## config.mk

```make
export PLATFORM = sky130hd
export DESIGN_NAME = rx_modem_cfg
export DESIGN_NICKNAME = d
export VERILOG_FILES = /design/src/rxcfg_pkg.sv /design/src/rx_modem_cfg.sv
export SDC_FILE = /design/constraint.sdc
export NUM_CORES = 1
export LEC_CHECK = 0
export BUFFER_PORTS_ARGS = -buffer_cell sky130_fd_sc_hd__clkbuf_2
export CORE_AREA = 10 10 119 121
export CTS_CLUSTER_DIAMETER = 100
export DETAILED_ROUTE_END_ITERATION = 8
export DIE_AREA = 0 0 129 131
export PLACE_DENSITY = 0.8
export SLEW_MARGIN = 10
export SYNTH_ARGS = -nofsm -noshare
export SYNTH_HDL_FRONTEND = slang
export SYNTH_SLANG_ARGS = --single-unit
```

## constraint.sdc

```tcl
create_clock -name CORE_CLK -period 6.56 [get_ports CORE_CLK]
set_input_delay 1.312 -clock CORE_CLK [delete_from_list [all_inputs] [get_ports CORE_CLK]]
set_output_delay 1.312 -clock CORE_CLK [all_outputs]
set_load 0.03 [all_outputs]
```

## src/rxcfg_pkg.sv

```systemverilog
// constants shared by the receiver modem and rx-control configuration block
// assumes a 6-bit register address as delivered by the serial port front end
package rxcfg_pkg;

	// -----------------------------------------------------------------
	// register offsets
	// -----------------------------------------------------------------
	localparam logic [5:0] SPC_EXP_OFS = 6'h13;
	localparam logic [5:0] SPC_MANT_OFS = 6'h14;
	localparam logic [5:0] DEV_OFS = 6'h15;
	localparam logic [5:0] TERM_OFS = 6'h16;
	localparam logic [5:0] EXIT_OFS = 6'h17;

	// -----------------------------------------------------------------
	// field positions
	// -----------------------------------------------------------------
	localparam int SPC_EXP_LSB = 0;
	localparam int SPC_HI_POS = 7;
	localparam int DEV_M_LSB = 0;
	localparam int DEV_E_LSB = 4;
	localparam int TERM_LO_LSB = 0;
	localparam int TERM_EN_POS = 4;
	localparam int EXIT_LO_LSB = 0;
	localparam int EXIT_SEL_LSB = 2;
	localparam int EXIT_HI_LSB = 4;

	// -----------------------------------------------------------------
	// reset values
	// -----------------------------------------------------------------
	localparam logic [1:0] SPC_EXP_RST = 2'h2;
	localparam logic SPC_HI_RST = 1'b0;
	localparam logic [7:0] SPC_MANT_RST = 8'hf8;
	localparam logic [2:0] DEV_E_RST = 3'h4;
	localparam logic [2:0] DEV_M_RST = 3'h7;
	localparam logic TERM_EN_RST = 1'b0;
	localparam logic [3:0] TERM_LO_RST = 4'h7;
	localparam logic [1:0] EXIT_HI_RST = 2'h3;
	localparam logic [1:0] EXIT_SEL_RST = 2'h0;
	localparam logic [1:0] EXIT_LO_RST = 2'h0;

	// -----------------------------------------------------------------
	// encodings and counts
	// -----------------------------------------------------------------
	localparam logic [8:0] MANT_OFFSET = 9'h100;
	localparam logic [2:0] MOD_OOK = 3'h3;
	localparam logic [1:0] EXIT_STAY_RX = 2'h3;
	localparam logic [3:0] OOK_WAIT_SYMBOLS = 4'h8;

	typedef enum logic {WAIT_IDLE, WAIT_CARRIER} watch_e;

endpackage

```

## src/rx_modem_cfg.sv

```systemverilog
// configuration registers of the receiver modem and rx control machine
// assumes all inputs come from logic on CORE_CLK (serial front end, radio fsm)
`timescale 1ns/1ps
`default_nettype none

module rx_modem_cfg
	import rxcfg_pkg::*;
#(
	parameter int BASE_W = 24,
	parameter int CHANNEL_W = 8
) (
	input wire logic CORE_CLK,
	input wire logic NRST,
	input wire logic [5:0] REG_ADDR,
	input wire logic REG_WR,
	input wire logic [7:0] REG_WDATA,
	output logic [7:0] REG_RDATA,
	input wire logic [BASE_W-1:0] BASE_FREQ,
	input wire logic [CHANNEL_W-1:0] CHANNEL_INDEX,
	input wire logic [2:0] MOD_FORMAT,
	input wire logic RX_START,
	input wire logic RX_ACTIVE,
	input wire logic SYMBOL_TICK,
	input wire logic CARRIER_SENSE,
	input wire logic PACKET_DONE,
	output logic [BASE_W+CHANNEL_W+4:0] TUNED_FREQ,
	output logic [2:0] DEV_EXPONENT,
	output logic [2:0] DEV_MANTISSA,
	output logic DEV_ENABLE,
	output logic RX_TIMEOUT,
	output logic STAY_IN_RX,
	output logic GO_IDLE
);

	localparam int STEP_W = 12;
	localparam int FREQ_W = BASE_W + CHANNEL_W + 5;

	// -----------------------------------------------------------------
	// register storage
	// -----------------------------------------------------------------
	logic [1:0] spc_exp_q;
	logic spc_hi_q;
	logic [7:0] spc_mant_q;
	logic [2:0] dev_e_q;
	logic [2:0] dev_m_q;
	logic term_en_q;
	logic [3:0] term_lo_q;
	logic [1:0] exit_hi_q;
	logic [1:0] exit_sel_q;
	logic [1:0] exit_lo_q;
	logic [7:0] rdata_q;

	// address decode as named write strobes
	wire wr_exp = REG_WR && (REG_ADDR == SPC_EXP_OFS);
	wire wr_mant = REG_WR && (REG_ADDR == SPC_MANT_OFS);
	wire wr_dev = REG_WR && (REG_ADDR == DEV_OFS);
	wire wr_term = REG_WR && (REG_ADDR == TERM_OFS);
	wire wr_exit = REG_WR && (REG_ADDR == EXIT_OFS);

	// writable fields only; unused bits have no storage at all
	always_ff @(posedge CORE_CLK) begin
		if (!NRST) begin
			spc_exp_q <= SPC_EXP_RST;
			spc_hi_q <= SPC_HI_RST;
			spc_mant_q <= SPC_MANT_RST;
			dev_e_q <= DEV_E_RST;
			dev_m_q <= DEV_M_RST;
			term_en_q <= TERM_EN_RST;
			term_lo_q <= TERM_LO_RST;
			exit_hi_q <= EXIT_HI_RST;
			exit_sel_q <= EXIT_SEL_RST;
			exit_lo_q <= EXIT_LO_RST;
		end else begin
			if (wr_exp) begin
				spc_exp_q <= REG_WDATA[SPC_EXP_LSB +: 2];
				spc_hi_q <= REG_WDATA[SPC_HI_POS];
			end
			if (wr_mant) begin
				spc_mant_q <= REG_WDATA;
			end
			if (wr_dev) begin
				dev_e_q <= REG_WDATA[DEV_E_LSB +: 3];
				dev_m_q <= REG_WDATA[DEV_M_LSB +: 3];
			end
			if (wr_term) begin
				term_en_q <= REG_WDATA[TERM_EN_POS];
				term_lo_q <= REG_WDATA[TERM_LO_LSB +: 4];
			end
			if (wr_exit) begin
				exit_hi_q <= REG_WDATA[EXIT_HI_LSB +: 2];
				exit_sel_q <= REG_WDATA[EXIT_SEL_LSB +: 2];
				exit_lo_q <= REG_WDATA[EXIT_LO_LSB +: 2];
			end
		end
	end

	// -----------------------------------------------------------------
	// read path: one cycle latency, unused bits and unmapped read zero
	// -----------------------------------------------------------------
	logic [7:0] rd_mux;
	always_comb begin
		rd_mux = 8'h00;
		if (REG_ADDR == SPC_EXP_OFS) begin
			rd_mux = {spc_hi_q, 5'h00, spc_exp_q};
		end else if (REG_ADDR == SPC_MANT_OFS) begin
			rd_mux = spc_mant_q;
		end else if (REG_ADDR == DEV_OFS) begin
			rd_mux = {1'b0, dev_e_q, 1'b0, dev_m_q};
		end else if (REG_ADDR == TERM_OFS) begin
			rd_mux = {3'h0, term_en_q, term_lo_q};
		end else if (REG_ADDR == EXIT_OFS) begin
			rd_mux = {2'h0, exit_hi_q, exit_sel_q, exit_lo_q};
		end
	end

	// -----------------------------------------------------------------
	// frequency: units of fxosc/2^18, so base is shifted left by two
	// -----------------------------------------------------------------
	wire [8:0] mant_sum = MANT_OFFSET + {1'b0, spc_mant_q};
	wire [STEP_W-1:0] step_word = {3'h0, mant_sum} << spc_exp_q;
	// both factors widened first so the product is never cut to 12 bits
	wire [FREQ_W-1:0] channel_ofs = FREQ_W'(step_word) * FREQ_W'(CHANNEL_INDEX);
	wire [FREQ_W-1:0] tuned_d = FREQ_W'({BASE_FREQ, 2'b00}) + channel_ofs;
	logic [FREQ_W-1:0] tuned_q;

	// deviation goes to the demodulator for every format except ook
	wire is_ook = (MOD_FORMAT == MOD_OOK);
	wire dev_en_d = !is_ook;
	wire [2:0] dev_e_d = is_ook ? 3'h0 : dev_e_q;
	wire [2:0] dev_m_d = is_ook ? 3'h0 : dev_m_q;
	logic dev_en_q;
	logic [2:0] dev_e_out_q;
	logic [2:0] dev_m_out_q;

	always_ff @(posedge CORE_CLK) begin
		if (!NRST) begin
			rdata_q <= 8'h00;
			tuned_q <= '0;
			dev_en_q <= 1'b0;
			dev_e_out_q <= 3'h0;
			dev_m_out_q <= 3'h0;
		end else begin
			rdata_q <= rd_mux;
			tuned_q <= tuned_d;
			dev_en_q <= dev_en_d;
			dev_e_out_q <= dev_e_d;
			dev_m_out_q <= dev_m_d;
		end
	end

	// -----------------------------------------------------------------
	// carrier-sense watchdog for on-off keying
	// -----------------------------------------------------------------
	// armed only at rx start so a mid-frame register write cannot fire it
	watch_e watch_q;
	watch_e watch_d;
	logic [3:0] sym_cnt_q;
	logic [3:0] sym_cnt_d;
	logic timeout_d;
	logic timeout_q;

	always_comb begin
		watch_d = watch_q;
		sym_cnt_d = sym_cnt_q;
		timeout_d = 1'b0;
		case (watch_q)
			WAIT_IDLE: begin
				if (RX_START && term_en_q && is_ook) begin
					watch_d = WAIT_CARRIER;
					sym_cnt_d = 4'h0;
				end
			end
			WAIT_CARRIER: begin
				if (!RX_ACTIVE || CARRIER_SENSE) begin
					watch_d = WAIT_IDLE;
				end else if (SYMBOL_TICK) begin
					sym_cnt_d = sym_cnt_q + 4'h1;
					if (sym_cnt_q == OOK_WAIT_SYMBOLS - 4'h1) begin
						timeout_d = 1'b1;
						watch_d = WAIT_IDLE;
					end
				end
			end
			default: watch_d = WAIT_IDLE;
		endcase
	end

	// post-packet choice; reserved codes fall back to idle
	wire stay_d = PACKET_DONE && (exit_sel_q == EXIT_STAY_RX);
	wire idle_d = PACKET_DONE && (exit_sel_q != EXIT_STAY_RX);
	logic stay_q;
	logic idle_q;

	always_ff @(posedge CORE_CLK) begin
		if (!NRST) begin
			watch_q <= WAIT_IDLE;
			sym_cnt_q <= 4'h0;
			timeout_q <= 1'b0;
			stay_q <= 1'b0;
			idle_q <= 1'b0;
		end else begin
			watch_q <= watch_d;
			sym_cnt_q <= sym_cnt_d;
			timeout_q <= timeout_d;
			stay_q <= stay_d;
			idle_q <= idle_d;
		end
	end

	assign REG_RDATA = rdata_q;
	assign TUNED_FREQ = tuned_q;
	assign DEV_ENABLE = dev_en_q;
	assign DEV_EXPONENT = dev_e_out_q;
	assign DEV_MANTISSA = dev_m_out_q;
	assign RX_TIMEOUT = timeout_q;
	assign STAY_IN_RX = stay_q;
	assign GO_IDLE = idle_q;
endmodule

`default_nettype wire

```

Word-level counts from Yosys, hierarchy flattened
Index checks and enable logic that the tools add are counted.
{ "word_totals": {"ff_bits": 88, "input_bits": 57, "out_inout_bits": 55} }
{ "op_classes": {"n_addsub": 3, "mul": 1, "n_eq_ne": 12, "shift": 1, "mux": 15, "bitwise_logic": 3, "n_reduce_logical": 16} }
{ "ops": {"columns": ["op", "n"], "rows": [
  ["6-bit by 5-bit == test with 1-bit output, second input constant", 5],
  ["26-bit by 20-bit adder with 27-bit output", 1],
  ["12-bit by 8-bit multiplier with 20-bit output", 1],
  ["8-bit 2-to-1 mux", 2],
  ["4-bit 2-to-1 mux", 3],
  ["6-bit 2-to-1 mux", 2],
  ["9-bit by 2-bit << shifter with 12-bit output", 1],
  ["9-bit by 8-bit adder with 9-bit output, first input constant", 1],
  ["1-bit logical AND", 9],
  ["2-bit inequality test, second input constant", 4],
  ["4-bit case mux with 2 select lines", 1],
  ["7-bit 2-to-1 mux", 1],
  ["1-bit 2-to-1 mux", 5],
  ["4-bit by 1-bit adder with 4-bit output, second input constant", 1],
  ["4-bit by 3-bit == test with 1-bit output, second input constant", 1],
  ["2-bit OR reduction", 2],
  ["4-bit OR reduction", 1],
  ["3-bit by 2-bit == test with 1-bit output, second input constant", 1],
  ["1-bit inverter", 3],
  ["3-bit AND reduction", 1],
  ["2-bit == test, second input constant", 1],
  ["1-bit zero test", 2],
  ["1-bit case mux with 2 select lines", 1],
  ["1-bit logical OR", 1]
]} }

Depth between registers and ports, before layout
{ "depth": {"depth_word": 6, "mapped_depth": 19, "mapped_depth_nobuf": 19} }

Worst setup path before layout
No wires, ideal clock.
{ "synth_path": {"path_kind": "input -> register", "from": "in CHANNEL_INDEX[7]", "to": "reg tuned_q[24], in the netlist TUNED_FREQ[24]", "setup_time_ps": 70, "t_arrival_ps": 5338, "required_ps": 6490, "setup_slack_ps": 1151, "cell_stages": 16, "path_cell_list": "clkbuf_1 nand2_1 fa_1 fa_1 inv_1 fa_1 inv_1 fa_1 inv_1 ha_1 o21ai_0 nor3_2 nor4_2 o31a_1 or3_1 a21oi_1"} }
{ "synth_via": {"elab_chain_len": 2} }
{ "synth_rtl": {"columns": ["element", "line_no", "text"], "rows": [
  ["from (decl)", "rx_modem_cfg.sv:19", "input wire logic [CHANNEL_W-1:0] CHANNEL_INDEX,"],
  ["12-bit by 8-bit multiplier with 20-bit output", "rx_modem_cfg.sv:122", "wire [FREQ_W-1:0] channel_ofs = FREQ_W'(step_word) * FREQ_W'(CHANNEL_INDEX);"],
  ["26-bit by 20-bit adder with 27-bit output", "rx_modem_cfg.sv:123", "wire [FREQ_W-1:0] tuned_d = FREQ_W'({BASE_FREQ, 2'b00}) + channel_ofs;"],
  ["to (signal assigned)", "rx_modem_cfg.sv:144", "tuned_q <= tuned_d;"],
  ["to (decl)", "rx_modem_cfg.sv:124", "logic [FREQ_W-1:0] tuned_q;"]
]} }
No other way between the ends.
A chain may end at the register's enable or synchronous reset.

Worst setup path after layout
{ "layout_path": {"from": "reg spc_exp_q[1]", "to": "reg tuned_q[24], in the netlist TUNED_FREQ[24]"} }
{ "layout_via": {"elab_chain_len": 3} }
{ "layout_rtl": {"columns": ["element", "line_no", "text"], "rows": [
  ["from (decl)", "rx_modem_cfg.sv:41", "logic [1:0] spc_exp_q;"],
  ["from (signal assigned)", "rx_modem_cfg.sv:75", "spc_exp_q <= REG_WDATA[SPC_EXP_LSB +: 2];"],
  ["9-bit by 2-bit << shifter with 12-bit output", "rx_modem_cfg.sv:120", "wire [STEP_W-1:0] step_word = {3'h0, mant_sum} << spc_exp_q;"],
  ["12-bit by 8-bit multiplier with 20-bit output", "rx_modem_cfg.sv:122", null],
  ["26-bit by 20-bit adder with 27-bit output", "rx_modem_cfg.sv:123", null]
]} }
No other way between the ends.

==> results.cfg <==
[status]
status = completed

[cells_and_area]
n_antenna_cell = 0
synthToLayoutAreaGrowth_pct = 12.4
drive_above_1_share = 0.150
final_core_util = 0.636
fill_cells = 1002
nNetsFinal = 1023

[global_routing]
antenna_found_initial = 0
met1_usage = 0.226
top_usage_layer = met2
use_met2 = 0.339
grt_util_met3 = 0.0524
grt-ovfl-total = 0
grt_use_total = 0.201
grt_pass1_vias = 5760
grt_pass1_wl_mm = 26.9
grt_max_degree = 51

[worst_hold_path]
worstHoldPathCells = 2
hold_path_class = register to register
min-delay-start = spc_hi_q

[clock_network]
cts_buffers = 9
clkSlewWorstSetupHoldPaths_ns = 0.06
clock_sinks = 78
cts_tree = built
clock_latency_ns = 0.35
cts_root_buf = clkbuf_16
cts.htree.levels = 3
clk_path_buf_depth = 2
post_cts_buffers = 0
ctsResizeCount = 0
postCtsHoldBufs = 0

[setup_path]
reg2regPathDepth = 17
required_ns = 6.82
crit_start = spc_exp_q[1]
r2r_start = spc_exp_q[1]
critPathLaunchType = register
crit_arrival_ns = 6.11
critPathMaxFanout = 27
path_class = register to register
crit_path_end_kind = register

[die]
start_util = 0.565
ios = 112
fp.dieArea_um2 = 16900
rows = 40
core_um2 = 11800
die_height_um = 131
die_x_um = 129

[route]
drc = 0
drt-initial-drc-count = 315
avgRoutedWirePerCell_um = 16.4
drt_wl_total_mm = 16.3
antenna_left = 0
vias = 5479
avgViaCountPerCell = 5.49
drt_pass1_iterations = 5

[synth]
synthDistinctLibCells = 51
synth_edf_count = 0
yosys_most_used_dff = dfxtp_1
synth_seq_cells = 78
synth_area_um2 = 6680
ys_warn_count = 0
syn_avg_cell_area_um2 = 8.75
synthCells = 763
async_flop_share = 0
ys_seq_area_frac = 0.234

[power_and_ir_drop]
p_leak_uw = 0.00395
irDropWorstVdd_v = 0.000198
finalPower_uw = 2170
powerDensity_nw_per_um2 = 289

[timing]
drv_slew = 0
period_share = 0.891
max_slew_margin = 0.335
rsz0062_at_grt = false
fin_worst_skew_ns = 0.00669
holdWs_ns = 0.469
tns_ns = 0
fmax_mhz = 171
finalHoldViolations = 0
tightest_slew_ns = 0.996
setup_violations = 0
post-route-min-period_ns = 5.84

[placement]
dpl.hpwl_mm = 13.1
portBuffers = 101
gp_congestion = 0.892

[job]
drv_cap = 0
[power by group]
group | leakage [uW] | switching (uW) | internal (uW) | total [uW]
logic | 0.00318 | 715 | 444 | 1160
registers | 0.000638 | 13.5 | 523 | 537
clock network | 0.000135 | 204 | 268 | 472
total | 0.00395 | 932 | 1240 | 2170
[kinds of logic after synthesis]
| kind of cell | share of synthesized area |
|---|---|
| and+or+nand+nor | 0.208 |
| buffers and inverters | 0.0976 |
| adders and majority gates | 0.311 |
| AOI/OAI and AO/OA | 0.0809 |
| DFF | 0.234 |
| muxes | 0.0521 |
| xor gates and xnor gates | 0.0157 |
| other | 0.000561 |
[critical path: stages, from the launching register on]
cell     delay [ns]
dfxtp_1        0.91
a21oi_1        0.17
a31oi_1        0.59
nand2_1        0.16
fa_1           0.53
inv_1          0.05
fa_1           0.52
fa_1           0.50
inv_1          0.05
fa_1           0.54
inv_1          0.04
ha_1           0.35
nand2_1        0.10
nor3_2         0.29
nor4_2         0.11
o31a_1         0.35
or3_1          0.36
a21oi_1        0.14
[routing by layer]
layer | up-vias | part of all wire | routed length, um
li1 | 2589 | - | -
met2 | 233 | 0.50 | 8110
met3 | 49 | 0.071 | 1150
met5 | - | 0 | 0
met4 | 0 | 0.046 | 750
met1 | 2608 | 0.39 | 6330
[layout by cell type, fill, tap and decap left out, types with 8 or more instances in the layout]
cell type	count
inv_1	124
clkbuf_2	101
nand2_1	83
dfxtp_1	78
fa_1	77
and2_1	61
ha_1	43
nor2_1	40
a21oi_1	31
nand3_1	31
mux2i_1	28
and3_1	19
o21ai_0	11
nand2b_1	10
conb_1	10
clkbuf_16	9
a211oi_1	8
xor2_1	8
[final timing paths]
path / to / slack [ns]
setup / recovery: TUNED_FREQ[24] / 0.72
hold / removal: spc_hi_q / 0.47
setup reg to reg: TUNED_FREQ[24] / 0.72
hold reg to reg: spc_hi_q / 0.47
[flip-flops by register name, summed over array words and instances (netlist names), 2 cells and up]
register / count
DEV_EXPONENT: 3
DEV_MANTISSA: 3
REG_RDATA: 8
TUNED_FREQ: 27
dev_e_q: 3
dev_m_q: 3
exit_hi_q: 2
exit_lo_q: 2
exit_sel_q: 2
spc_exp_q: 2
spc_mant_q: 8
sym_cnt_q: 4
term_lo_q: 4
[synth_stat cells, types with 3 or more instances]
cell / n / area [um^2]
dfxtp_1: 78 / 1560
nor2_1: 40 / 150
nand4_1: 3 / 18.8
xnor2_1: 4 / 35.0
xor2_1: 8 / 70.1
a211oi_1: 8 / 60.1
and3_1: 19 / 119
and2_1: 61 / 382
a211o_1: 3 / 26.3
a21oi_1: 31 / 155
nand2_1: 83 / 312
a31oi_1: 5 / 31.3
o21ai_0: 11 / 55.1
inv_1: 124 / 465
nand3_1: 31 / 155
nand3b_1: 3 / 22.5
buf_4: 10 / 75.1
a21o_1: 5 / 37.5
a22oi_1: 4 / 30.0
o21bai_1: 4 / 30.0
fa_1: 77 / 1540
a221oi_1: 4 / 35.0
or3_1: 3 / 18.8
clkbuf_1: 27 / 101
mux2i_1: 28 / 280
nor3_1: 6 / 30.0
ha_1: 43 / 538
nand2b_1: 10 / 62.6
[metrics by stage]
stage / instances / setup WS, ns / cell area (um^2)
after floorplan: 772 / 1.15 / 6710
after global placement: 982 / 0.906 / 7220
after detailed placement: 982 / 0.783 / 7220
after CTS: 998 / 0.756 / 7510
after global routing: 998 / 0.356 / 7510
final: 998 / 0.718 / 7510
[cell type report]
cell class / count / area (um^2) / share of cell area
multi-input cells: 531 / 4500 / 0.599
flip-flops and latches: 78 / 1560 / 0.208
repair buffers: 102 / 513 / 0.0683
inverters: 124 / 465 / 0.0620
clock buffers: 10 / 239 / 0.0318
well taps: 147 / 184 / 0.0245
clock inverters: 6 / 46.3 / 0.00617
Power figures use the tool's default switching activity.
